**src/srq_consts.svh**
```systemverilog
// register offsets, field positions and reset values for the serial rx status block
`ifndef SRQ_CONSTS_SVH
`define SRQ_CONSTS_SVH

`define SRQ_ADDR_W 9
`define SRQ_OFS_UPD_REQ 9'h120
`define SRQ_OFS_UPD_DONE 9'h121
`define SRQ_OFS_X86_STAT 9'h122
`define SRQ_OFS_X86_IEN 9'h123
`define SRQ_OFS_Q_LOW 9'h124
`define SRQ_OFS_Q_HIGH 9'h125
`define SRQ_OFS_Q_IEN 9'h126
`define SRQ_OFS_Q_STAT 9'h127

`define SRQ_RST_BYTE 8'h00
`define SRQ_FLAGS 4
`define SRQ_FILL_W 24
// 32 packets of 2048 bytes per threshold step
`define SRQ_STEP_SHIFT 16
`define SRQ_CNT_W 32

`define SRQ_BIT_FIFO_OVF 3
`define SRQ_BIT_QUEUE_OVF 2
`define SRQ_BIT_HIGH_X 1
`define SRQ_BIT_LOW_X 0

`endif

```
**src/srq_pkg.sv**
```systemverilog
// types shared by the serial rx status block
package srq_pkg;
  typedef logic [7:0] srq_byte_t;
  typedef logic [3:0] srq_flags_t;
  typedef enum logic [1:0] {
    SRQ_UPD_IDLE,
    SRQ_UPD_COPY,
    SRQ_UPD_DONE
  } srq_upd_e;
endpackage : srq_pkg

```
**src/srq_status_regs.sv**
```systemverilog
// serial rx monitor update, x86 header mismatch and queue watermark registers
//
// Contract
// - done flag set on finish, cleared by request low
// - request rising edge snapshots counters, resets them
// - sapi high mismatch latched, cleared on read
// - sapi low mismatch latched, cleared on read
// - control field mismatch latched, cleared on read
// - address field mismatch latched, cleared on read
// - mismatch flags interrupt only when enabled
// - low watermark is value times 32 x 2048
// - high watermark is value times 32 x 2048
// - thresholds compare serial-to-ethernet queue fill
// - fifo overflow latched, cleared on read
// - queue overflow latched, cleared on read
// - high crossing latched, cleared on read
// - low crossing latched, cleared on read
// - queue flags interrupt only when enabled
`include "srq_consts.svh"
`timescale 1ns/1ps
`default_nettype none
module srq_status_regs (
  // clock and reset
  input wire logic i_clk_sys,
  input wire logic i_rst_n,
  // processor port
  input wire logic [`SRQ_ADDR_W-1:0] i_addr,
  input wire logic i_wr,
  input wire logic i_rd,
  input wire srq_pkg::srq_byte_t i_wdata,
  output srq_pkg::srq_byte_t o_rdata,
  // x86 header fields of a received frame
  input wire logic i_hdr_valid,
  input wire srq_pkg::srq_byte_t i_hdr_addr,
  input wire srq_pkg::srq_byte_t i_hdr_ctrl,
  input wire srq_pkg::srq_byte_t i_hdr_sapi_h,
  input wire srq_pkg::srq_byte_t i_hdr_sapi_l,
  input wire srq_pkg::srq_byte_t i_expected_address_field,
  input wire srq_pkg::srq_byte_t i_expected_control_field,
  input wire srq_pkg::srq_byte_t i_expected_sapi_high_octet,
  input wire srq_pkg::srq_byte_t i_expected_sapi_low_octet,
  // serial-to-ethernet queue
  input wire logic [`SRQ_FILL_W-1:0] i_queue_fill,
  input wire logic i_queue_ovf,
  input wire logic i_fifo_ovf,
  // running counters from the receive path
  input wire logic [`SRQ_CNT_W-1:0] i_byte_count,
  input wire logic [`SRQ_CNT_W-1:0] i_abort_count,
  // monitor outputs
  output logic [`SRQ_CNT_W-1:0] o_mon_byte_count,
  output logic [`SRQ_CNT_W-1:0] o_mon_abort_count,
  output logic o_counter_reset,
  output logic o_irq
);
  // ----------------------------------------------------------
  // control registers
  // ----------------------------------------------------------
  logic rx_monitor_update_request_q;
  srq_pkg::srq_flags_t x86_mismatch_irq_enable_q;
  srq_pkg::srq_byte_t queue_low_watermark_q;
  srq_pkg::srq_byte_t queue_high_watermark_q;
  srq_pkg::srq_flags_t queue_watermark_irq_enable_q;

  // status, done and unmapped addresses take no write
  always_ff @(posedge i_clk_sys) begin
    if (!i_rst_n) begin
      rx_monitor_update_request_q <= 1'b0;
    end else if (i_wr && (i_addr == `SRQ_OFS_UPD_REQ)) begin
      rx_monitor_update_request_q <= i_wdata[0];
    end
  end

  always_ff @(posedge i_clk_sys) begin
    if (!i_rst_n) begin
      x86_mismatch_irq_enable_q <= 4'h0;
    end else if (i_wr && (i_addr == `SRQ_OFS_X86_IEN)) begin
      x86_mismatch_irq_enable_q <= i_wdata[3:0];
    end
  end

  // thresholds are whole steps of 32 x 2048 bytes
  always_ff @(posedge i_clk_sys) begin
    if (!i_rst_n) begin
      queue_low_watermark_q <= `SRQ_RST_BYTE;
    end else if (i_wr && (i_addr == `SRQ_OFS_Q_LOW)) begin
      queue_low_watermark_q <= i_wdata;
    end
  end

  always_ff @(posedge i_clk_sys) begin
    if (!i_rst_n) begin
      queue_high_watermark_q <= `SRQ_RST_BYTE;
    end else if (i_wr && (i_addr == `SRQ_OFS_Q_HIGH)) begin
      queue_high_watermark_q <= i_wdata;
    end
  end

  always_ff @(posedge i_clk_sys) begin
    if (!i_rst_n) begin
      queue_watermark_irq_enable_q <= 4'h0;
    end else if (i_wr && (i_addr == `SRQ_OFS_Q_IEN)) begin
      queue_watermark_irq_enable_q <= i_wdata[3:0];
    end
  end

  // ----------------------------------------------------------
  // monitor update sequencing
  // ----------------------------------------------------------
  srq_pkg::srq_upd_e upd_state_q;
  logic req_prev_q;
  logic upd_start;

  always_ff @(posedge i_clk_sys) begin
    if (!i_rst_n) begin
      req_prev_q <= 1'b0;
    end else begin
      req_prev_q <= rx_monitor_update_request_q;
    end
  end

  // a rising request is only taken while idle; one that rises in copy or done is dropped
  assign upd_start = rx_monitor_update_request_q && !req_prev_q &&
    (upd_state_q == srq_pkg::SRQ_UPD_IDLE);

  always_ff @(posedge i_clk_sys) begin
    if (!i_rst_n) begin
      upd_state_q <= srq_pkg::SRQ_UPD_IDLE;
    end else begin
      case (upd_state_q)
        srq_pkg::SRQ_UPD_IDLE: begin
          if (upd_start) begin
            upd_state_q <= srq_pkg::SRQ_UPD_COPY;
          end
        end
        // copy state lets the snapshot settle before done rises
        srq_pkg::SRQ_UPD_COPY: begin
          upd_state_q <= srq_pkg::SRQ_UPD_DONE;
        end
        srq_pkg::SRQ_UPD_DONE: begin
          if (!rx_monitor_update_request_q) begin
            upd_state_q <= srq_pkg::SRQ_UPD_IDLE;
          end
        end
        default: begin
          upd_state_q <= srq_pkg::SRQ_UPD_IDLE;
        end
      endcase
    end
  end

  // ----------------------------------------------------------
  // monitor snapshot and done flag
  // ----------------------------------------------------------
  logic rx_monitor_update_done_flag_q;
  logic [`SRQ_CNT_W-1:0] mon_byte_q;
  logic [`SRQ_CNT_W-1:0] mon_abort_q;
  logic counter_reset_q;

  // snapshot and pulse share the cycle the request is taken
  always_ff @(posedge i_clk_sys) begin
    if (!i_rst_n) begin
      mon_byte_q <= '0;
      mon_abort_q <= '0;
    end else if (upd_start) begin
      mon_byte_q <= i_byte_count;
      mon_abort_q <= i_abort_count;
    end
  end

  // one-cycle pulse; the running counters clear on it
  always_ff @(posedge i_clk_sys) begin
    if (!i_rst_n) begin
      counter_reset_q <= 1'b0;
    end else begin
      counter_reset_q <= upd_start;
    end
  end

  always_ff @(posedge i_clk_sys) begin
    if (!i_rst_n) begin
      rx_monitor_update_done_flag_q <= 1'b0;
    end else if (upd_state_q == srq_pkg::SRQ_UPD_COPY) begin
      rx_monitor_update_done_flag_q <= 1'b1;
    end else if ((upd_state_q == srq_pkg::SRQ_UPD_DONE) &&
        !rx_monitor_update_request_q) begin
      rx_monitor_update_done_flag_q <= 1'b0;
    end
  end

  // ----------------------------------------------------------
  // x86 header mismatch flags
  // ----------------------------------------------------------
  srq_pkg::srq_flags_t x86_event;
  srq_pkg::srq_flags_t x86_flags;
  logic x86_irq;
  logic rd_x86;
  srq_pkg::srq_byte_t hdr_field [`SRQ_FLAGS];
  srq_pkg::srq_byte_t exp_field [`SRQ_FLAGS];

  // index matches the status bit of each field
  assign hdr_field[3] = i_hdr_sapi_h;
  assign exp_field[3] = i_expected_sapi_high_octet;
  assign hdr_field[2] = i_hdr_sapi_l;
  assign exp_field[2] = i_expected_sapi_low_octet;
  assign hdr_field[1] = i_hdr_ctrl;
  assign exp_field[1] = i_expected_control_field;
  assign hdr_field[0] = i_hdr_addr;
  assign exp_field[0] = i_expected_address_field;

  genvar g;
  generate
    for (g = 0; g < `SRQ_FLAGS; g = g + 1) begin : g_hdr_cmp
      assign x86_event[g] = i_hdr_valid && (hdr_field[g] != exp_field[g]);
    end
  endgenerate

  srq_sticky_flags u_x86_flags (
    .i_clk_sys(i_clk_sys),
    .i_rst_n(i_rst_n),
    .i_event(x86_event),
    .i_clear(rd_x86),
    .i_enable(x86_mismatch_irq_enable_q),
    .o_flags(x86_flags),
    .o_irq(x86_irq)
  );

  // ----------------------------------------------------------
  // queue watermark flags
  // ----------------------------------------------------------
  srq_pkg::srq_flags_t q_event;
  srq_pkg::srq_flags_t q_flags;
  logic q_irq;
  logic rd_q;
  logic low_cross;
  logic high_cross;

  // fill is the serial-to-ethernet queue only
  srq_watermark u_low (
    .i_clk_sys(i_clk_sys),
    .i_rst_n(i_rst_n),
    .i_fill(i_queue_fill),
    .i_threshold(queue_low_watermark_q),
    .o_cross(low_cross)
  );

  srq_watermark u_high (
    .i_clk_sys(i_clk_sys),
    .i_rst_n(i_rst_n),
    .i_fill(i_queue_fill),
    .i_threshold(queue_high_watermark_q),
    .o_cross(high_cross)
  );

  assign q_event[`SRQ_BIT_FIFO_OVF] = i_fifo_ovf;
  assign q_event[`SRQ_BIT_QUEUE_OVF] = i_queue_ovf;
  assign q_event[`SRQ_BIT_HIGH_X] = high_cross;
  assign q_event[`SRQ_BIT_LOW_X] = low_cross;

  srq_sticky_flags u_q_flags (
    .i_clk_sys(i_clk_sys),
    .i_rst_n(i_rst_n),
    .i_event(q_event),
    .i_clear(rd_q),
    .i_enable(queue_watermark_irq_enable_q),
    .o_flags(q_flags),
    .o_irq(q_irq)
  );

  // ----------------------------------------------------------
  // read strobes
  // ----------------------------------------------------------
  // a read clears only the status register it addresses
  always_comb begin
    rd_x86 = 1'b0;
    rd_q = 1'b0;
    if (i_rd) begin
      if (i_addr == `SRQ_OFS_X86_STAT) begin
        rd_x86 = 1'b1;
      end else if (i_addr == `SRQ_OFS_Q_STAT) begin
        rd_q = 1'b1;
      end
    end
  end

  // ----------------------------------------------------------
  // read data and outputs
  // ----------------------------------------------------------
  srq_pkg::srq_byte_t rdata_d;
  srq_pkg::srq_byte_t rdata_q;
  logic irq_q;

  // read data shows flags before the clear takes effect
  always_comb begin
    // unmapped addresses and unused bits read as zero
    rdata_d = 8'h00;
    if (i_addr == `SRQ_OFS_UPD_REQ) begin
      rdata_d = {7'h00, rx_monitor_update_request_q};
    end else if (i_addr == `SRQ_OFS_UPD_DONE) begin
      rdata_d = {7'h00, rx_monitor_update_done_flag_q};
    end else if (i_addr == `SRQ_OFS_X86_STAT) begin
      rdata_d = {4'h0, x86_flags};
    end else if (i_addr == `SRQ_OFS_X86_IEN) begin
      rdata_d = {4'h0, x86_mismatch_irq_enable_q};
    end else if (i_addr == `SRQ_OFS_Q_LOW) begin
      rdata_d = queue_low_watermark_q;
    end else if (i_addr == `SRQ_OFS_Q_HIGH) begin
      rdata_d = queue_high_watermark_q;
    end else if (i_addr == `SRQ_OFS_Q_IEN) begin
      rdata_d = {4'h0, queue_watermark_irq_enable_q};
    end else if (i_addr == `SRQ_OFS_Q_STAT) begin
      rdata_d = {4'h0, q_flags};
    end
  end

  always_ff @(posedge i_clk_sys) begin
    if (!i_rst_n) begin
      rdata_q <= 8'h00;
    end else if (i_rd) begin
      rdata_q <= rdata_d;
    end
  end

  // ----------------------------------------------------------
  // interrupt request
  // ----------------------------------------------------------
  // registered so the pin never glitches on a flag update
  always_ff @(posedge i_clk_sys) begin
    if (!i_rst_n) begin
      irq_q <= 1'b0;
    end else begin
      irq_q <= x86_irq | q_irq;
    end
  end

  // ----------------------------------------------------------
  // outputs, each straight from a flip-flop
  // ----------------------------------------------------------
  assign o_rdata = rdata_q;
  assign o_mon_byte_count = mon_byte_q;
  assign o_mon_abort_count = mon_abort_q;
  assign o_counter_reset = counter_reset_q;
  assign o_irq = irq_q;
endmodule : srq_status_regs
`default_nettype wire

```
**src/srq_sticky_flags.sv**
```systemverilog
// four sticky event flags with clear-on-read and masked request
`include "srq_consts.svh"
`timescale 1ns/1ps
`default_nettype none
module srq_sticky_flags (
  // clock and reset
  input wire logic i_clk_sys,
  input wire logic i_rst_n,
  // events and control
  input wire srq_pkg::srq_flags_t i_event,
  input wire logic i_clear,
  input wire srq_pkg::srq_flags_t i_enable,
  // state
  output srq_pkg::srq_flags_t o_flags,
  output logic o_irq
);
  srq_pkg::srq_flags_t flags_q;

  genvar g;
  generate
    for (g = 0; g < `SRQ_FLAGS; g = g + 1) begin : g_flag
      // a set in the clear cycle wins, so no event is lost
      always_ff @(posedge i_clk_sys) begin
        if (!i_rst_n) begin
          flags_q[g] <= 1'b0;
        end else if (i_event[g]) begin
          flags_q[g] <= 1'b1;
        end else if (i_clear) begin
          flags_q[g] <= 1'b0;
        end
      end
    end
  endgenerate

  assign o_flags = flags_q;
  assign o_irq = |(flags_q & i_enable);
endmodule : srq_sticky_flags
`default_nettype wire

```
**src/srq_watermark.sv**
```systemverilog
// queue fill threshold crossing detector
`include "srq_consts.svh"
`timescale 1ns/1ps
`default_nettype none
module srq_watermark (
  // clock and reset
  input wire logic i_clk_sys,
  input wire logic i_rst_n,
  // fill and threshold
  input wire logic [`SRQ_FILL_W-1:0] i_fill,
  input wire srq_pkg::srq_byte_t i_threshold,
  // crossing pulse
  output logic o_cross
);
  logic above_q;
  logic above_d;
  logic seen_q;
  logic [`SRQ_FILL_W-1:0] level;

  // threshold byte times 32 x 2048 bytes
  assign level = {i_threshold, {`SRQ_STEP_SHIFT{1'b0}}};
  assign above_d = (i_fill >= level);

  always_ff @(posedge i_clk_sys) begin
    if (!i_rst_n) begin
      above_q <= 1'b0;
      seen_q <= 1'b0;
    end else begin
      above_q <= above_d;
      seen_q <= 1'b1;
    end
  end

  // either direction counts as a crossing; first cycle only primes
  assign o_cross = seen_q && (above_d != above_q);
endmodule : srq_watermark
`default_nettype wire

```
**config.mk**
```make
export PLATFORM = sky130hd
export DESIGN_NAME = srq_status_regs
export DESIGN_NICKNAME = d
export VERILOG_FILES = /design/src/srq_pkg.sv /design/src/srq_status_regs.sv /design/src/srq_sticky_flags.sv /design/src/srq_watermark.sv
export VERILOG_INCLUDE_DIRS = /design/src /design/src/src
export SDC_FILE = /design/constraint.sdc
export NUM_CORES = 1
export LEC_CHECK = 0
export ABC_CLOCK_PERIOD_IN_PS = 2350
export BUFFER_PORTS_ARGS = -buffer_cell sky130_fd_sc_hd__buf_2
export CORE_MARGIN = 5
export CORE_UTILIZATION = 46
export DETAILED_ROUTE_END_ITERATION = 6
export PLACE_DENSITY = 0.85
export SETUP_SLACK_MARGIN = 0.1
export SLEW_MARGIN = 20
export SYNTH_ARGS = -nofsm -noshare
export SYNTH_HDL_FRONTEND = slang
export SYNTH_SLANG_ARGS = --single-unit
```
**constraint.sdc**
```tcl
create_clock -name i_clk_sys -period 2.35 [get_ports i_clk_sys]
set_input_delay 0 -clock i_clk_sys [delete_from_list [all_inputs] [get_ports i_clk_sys]]
set_output_delay 0 -clock i_clk_sys [all_outputs]
set_load 0.005 [all_outputs]
```
# Yosys cells after proc, flatten, opt, wreduce, memory -nomap -nowiden
# Index checks and enable logic that the tools add are counted.
# totals
output_inout_bits,74
inputBits,176
register_bits,114
word_cells,105
# op_classes
order_cmp,2
bitwise_logic,3
n_eq_ne,18
muxes,29
reduce_logical,29
# ops
op,n
$eq 9x9->1 const B,8
$ge 24x24->1,2
$mux 8,6
$ne 8x8->1,4
$mux 1,18
$reduce_bool 2->1,9
$logic_and 1x1->1,14
$and 4x4->4,2
$mux 4,2
$reduce_or 4->1,2
$pmux 2 s3,1
$mux 2,2
$ne 2x2->1 const B,2
$eq 2x1->1 const B,1
$eq 2x2->1 const B,1
$logic_not 1->1,2
$logic_not 2->1,1
$ne 1x1->1,2
$reduce_and 2->1,1
$or 1x1->1,1

# Depth between registers and ports, before layout
# logic_depth
depth_word,9
depth_mapped,7
depth_no_buf,7

# Cells and area by module
# A second synthesis with hierarchy kept.
# hier_totals
hier_cells,617
area_unflattened_um2,5397.7
# modules_own_cells
module,seq_area_each_um2,cells_per_inst,area_per_inst_um2,n_inst
srq_status_regs,2062.0,509,4471.8,1
srq_watermark,40.0,39,309.0,2
srq_sticky_flags,80.1,15,153.9,2

# Worst setup path before layout
# No wires, ideal clock.
# synth_path
kind,reg-to-reg
start,register queue_low_watermark_q[3]
end,register u_q_flags.flags_q[0] (netlist: u_q_flags.o_flags[0])
path_slack_ps,670
arrival_time_ps,1593
stages_incl_launch_ff,7
n_path_buf,0
path_cell_list,dfxtp_1 -> inv_1 -> ha_1 -> a2111oi_0 -> a21oi_1 -> o31a_1 -> o31ai_1
# synth_via
elab_chain_cells,4
elab_cells_between_ends,5
# synth_rtl
item,line,text
"start, declared",srq_status_regs.sv:60,srq_pkg::srq_byte_t queue_low_watermark_q;
"start signal, assigned",srq_status_regs.sv:84,queue_low_watermark_q <= `SRQ_RST_BYTE;
"start signal, assigned",srq_status_regs.sv:86,queue_low_watermark_q <= i_wdata;
$ge 24x24->1 *,srq_watermark.sv:22,assign above_d = (i_fill >= level);
$ne 1x1->1 *,srq_watermark.sv:35,assign o_cross = seen_q && (above_d != above_q);
$logic_and 1x1->1 *,srq_watermark.sv:35,
$mux 1 or $reduce_bool 2->1 (tied branches),--,
"end signal, assigned by index",srq_sticky_flags.sv:25,flags_q[g] <= 1'b0;
"end signal, assigned by index",srq_sticky_flags.sv:27,flags_q[g] <= 1'b1;
"end signal, assigned by index",srq_sticky_flags.sv:29,flags_q[g] <= 1'b0;
"end, declared",srq_sticky_flags.sv:17,srq_pkg::srq_flags_t flags_q;
# Mark *: on every way between the ends. The rest lies on a longest branch, timed or not.
# A chain may end at the register's enable or synchronous reset.

# Worst setup path in the final report
# layout_path
start,input port i_hdr_sapi_l[3]
end,register u_x86_flags.flags_q[2] (netlist: u_x86_flags.o_flags[2])
# layout_via
elab_chain_cells,3
elab_cells_between_ends,4
# layout_rtl
item,line,text
"start, declared",srq_status_regs.sv:37,"input wire srq_pkg::srq_byte_t i_hdr_sapi_l,"
$ne 8x8->1 *,srq_status_regs.sv:213,assign x86_event[g] = i_hdr_valid && (hdr_field[g] != exp_field[g]);
$logic_and 1x1->1 *,srq_status_regs.sv:213,
$mux 1 or $reduce_bool 2->1 (tied branches),--,
"end signal, assigned by index",srq_sticky_flags.sv:25,
"end signal, assigned by index",srq_sticky_flags.sv:27,
"end signal, assigned by index",srq_sticky_flags.sv:29,
"end, declared",srq_sticky_flags.sv:17,
# Marks and branches as above.

==> key figures <==
Status
  – Status: finished, final reports clean

STA
  – Slew Viols, Final: 0
  – Final setup viols: 0
  – Worst slew pin tran: between 0.6 and 0.7 ns
  – Max_slew headroom: between 50 and 60%
  – RSZ-0062 raised after global routing: false
  – Final setup margin: between 0.3 and 0.4 ns
  – Setup TNS Final: 0 ns
  – Hold_ws: 0.0382 ns
  – Clock Skew: approximately 0.010 ns
  – Fin. Hold Viols: 0
  – Final period utilization: a little over four fifths
  – F_max: between 500 and 600 MHz
  – Final min period: 1.99 ns

Route
  – First-pass iteration count of the detailed router: 5
  – Post-DRT Antenna Nets: 0
  – First DRT Iteration DRCs: between 400 and 500
  – Vias per std cell: about 5.3
  – DR WL/cell: between 15 and 20 um
  – Number of remaining DRC errors: 0
  – DR vias: between 5000 and 6000
  – WL final: 19.0 mm

Worst setup path
  – Crit path depth: 8
  – Worst path cell trace: dlygate4sd3_1, buf_2, xnor2_1, dlygate4sd3_1, nand4_1, dlygate4sd3_1, o21ai_0, a21oi_1
  – CP max stage delay: between 0.5 and 0.6 ns
  – Reg2Reg Setup Slack: 0.51 ns
  – Kind of critical path: in2reg
  – CP max stage cell: dlygate4sd3_1
  – Startpoint Class: input pin
  – Critical Path Source: i_hdr_sapi_l[3]
  – Crit path DAT: 2.37 ns
  – Worst path bufs/invs: 4
  – Cell family with most CP delay: buffers and inverters
  – CP dominant cell by count: dlygate4sd3_1
  – Required @ worst endpoint: around 2.7 ns
  – Crit. End Element: register
  – Worst-path maximum fanout: 1
  – Critical path endpoint: u_x86_flags.o_flags[2]
  – R2R Path Start: queue_low_watermark_q[3]
  – R2r endpoint: u_q_flags.o_flags[0]
  – Worst Reg-to-Reg Cells: 6

Clock network
  – Setup bufs post-CTS: 0
  – Post-cts resize count: 0
  – CTS sink cnt: 114
  – CTS H-tree lvls: 4
  – Clk slew on worst S/H paths: approximately 0.050 ns
  – Num CTS Buffers: 17
  – TritonCTS clock tree: built
  – Root Driver: clkbuf_8
  – Hold bufs inserted after CTS: 94
  – Clk buf depth: 2
  – Clock Latency Late Sink: 0.51 ns

Global routing
  – Total gr overflow: 0
  – GR Util met2: roughly half
  – Largest net degree at the start of global routing: 96
  – Grt peak-use layer: met2
  – Met1 Usage GRT: about a third
  – Total Routing Usage GR: 29.0%
  – Met3 Use GR: 10.7%
  – First-pass GRT wire length: between 30 and 40 mm
  – Vias in the first global route: ~6000
  – Initial antenna violation count: 0

Cells and area
  – Final Cell Area: around 0.008 mm2
  – Layout overhead on the synthesized area: 55.9%
  – Layout cell share with drive strength beyond 1: 31.9%
  – Fin nets: approximately 1100
  – Commonest non-fill, non-tap cell in the layout: buf_2
  – Most frequent cells in the layout: 249 x buf_2, 143 x nand2_1, 114 x dfxtp_1, 94 x dlygate4sd3_1, 73 x a21oi_1
  – Filler cells: 715

Floorplanning
  – Die footprint: roughly 0.013 mm2
  – Area of the core: 0.0108 mm2
  – # rows: 38
  – I/O pin total: between 200 and 300
  – Die H: roughly 120 um
  – Die X: about 120 um
  – Starting Density: between 40% and 50%

Synthesis
  – Avg Inst Size Synth: roughly 8.6 um2
  – Top_reg_cell synth: dfxtp_1
  – Syn Std Cell Area: 0.00507 mm2
  – Post-synth EDFFs: 0
  – Share of the yosys chip area belonging to registers: between 40 and 50%
  – Yosys top cell area share: between 40 and 50%
  – FF+latch count, synth: between 100 and 150
  – Synth warn: 0
  – Synth async-reset ratio: 0%
  – Post-synthesis cell type count: between 40 and 50
  – Synth top area cells: dfxtp_1 45%, nand2_1 11%, a21oi_1 7.2%
  – Mapped Cells: 590
  – Syn_nets: roughly 780
  – Top cell type by total area after synthesis: dfxtp_1

Place
  – HPWL after DPL: roughly 12 mm
  – RePlAce Congestion: just over 0.8
  – Area post-placement: around 0.0064 mm2
  – Port Buffers: ~250
  – DP Worst Slack: approximately 0.52 ns

Job
  – Max_cap viols: 0

Power and ir drop
  – VDD IR max: around 0.55 mV
  – LEAKAGE: between 3 and 4 nW
  – Pwr dens: 624 mW/mm2

Hold path
  – Tightest Hold Check Type: in2reg
  – Hold_sp: i_expected_sapi_low_octet[6]
## synthesized netlist by cell type, types with 9 or more instances
| library cell | instances |
|---|---|
| clkbuf_1 | 11 |
| dfxtp_1 | 114 |
| ha_1 | 16 |
| nor2_1 | 39 |
| nand4_1 | 10 |
| xnor2_1 | 32 |
| inv_1 | 18 |
| nand3_1 | 9 |
| mux2i_1 | 29 |
| buf_2 | 16 |
| o21ai_0 | 10 |
| a21oi_1 | 73 |
| nand2_1 | 143 |
## worst min-delay path by stage
stage	endpoint	cells past startpoint
2_1_floorplan	u_low.seen_q	0
3_3_place_gp	u_q_flags.o_flags[2]	3
3_5_place_dp	u_q_flags.o_flags[2]	3
4_1_cts	u_x86_flags.o_flags[2]	5
5_1_grt	u_x86_flags.o_flags[2]	5
6_report	u_x86_flags.o_flags[2]	5
## registers in the layout, summed over array words and instances, names as in the netlist, 2 cells and up
register                      flops
o_mon_abort_count                32
o_mon_byte_count                 32
o_rdata                           8
queue_high_watermark_q            8
queue_low_watermark_q             8
queue_watermark_irq_enable_q      4
u_q_flags.o_flags                 4
u_x86_flags.o_flags               4
x86_mismatch_irq_enable_q         4
upd_state_q                       2
## cell type report
| cell class | count | area (um2) | area share [%] |
|---|---|---|---|
| multi-input combinational | 423 | 2560 | 32.3 |
| sequential | 114 | 2280 | 28.8 |
| timing repair buffer | 348 | 2250 | 28.4 |
| clock buffer | 17 | 414 | 5.23 |
| tap | 140 | 175 | 2.21 |
| clock inverter | 15 | 160 | 2.02 |
| inverter | 19 | 71.3 | 0.901 |
| antenna | 1 | 2.50 | 0.0316 |
## metrics by stage
| step | total power, mW | utilization, % | cells |
|---|---|---|---|
| global placement | 2.34 | 59.0 | 950 |
| finish | 4.94 | 73.0 | 1077 |
| global route | 5.12 | 73.0 | 1076 |
| CTS | 4.96 | 73.0 | 1076 |
| detailed placement | 2.35 | 59.0 | 950 |
| floorplan | 2.15 | - | 590 |
## worst register-to-register path, stage by stage, from the launching register on
cell       delay [ns]
dfxtp_1          0.36
inv_1            0.06
ha_1             0.30
a2111oi_0        0.37
a21oi_1          0.16
o31a_1           0.32
o31ai_1          0.18
## power breakdown
group	switching (mW)	internal (mW)	total, mW	leakage (nW)
Combinational	0.205	0.295	0.500	2.28
Sequential	0.0127	1.95	1.96	0.921
Clock	0.964	1.52	2.48	0.267
Total	1.18	3.76	4.94	3.47
## metal layers
metal | part of all wire, % | vias up
met5 | 0 | -
met4 | 3.4 | 0
met3 | 9.9 | 61
met2 | 51 | 317
met1 | 36 | 2619
li1 | - | 2674
## kinds of logic after synthesis
| kind of cell | synth area share [%] |
|---|---|
| buffers and inverters | 4.73 |
| adders and majority gates | 3.94 |
| DFF | 45.0 |
| xor gates and xnor gates | 5.52 |
| and+or+nand+nor | 20.0 |
| muxes | 8.31 |
| AOI/OAI and AO/OA | 12.5 |
(Power assumes the default switching activity.)
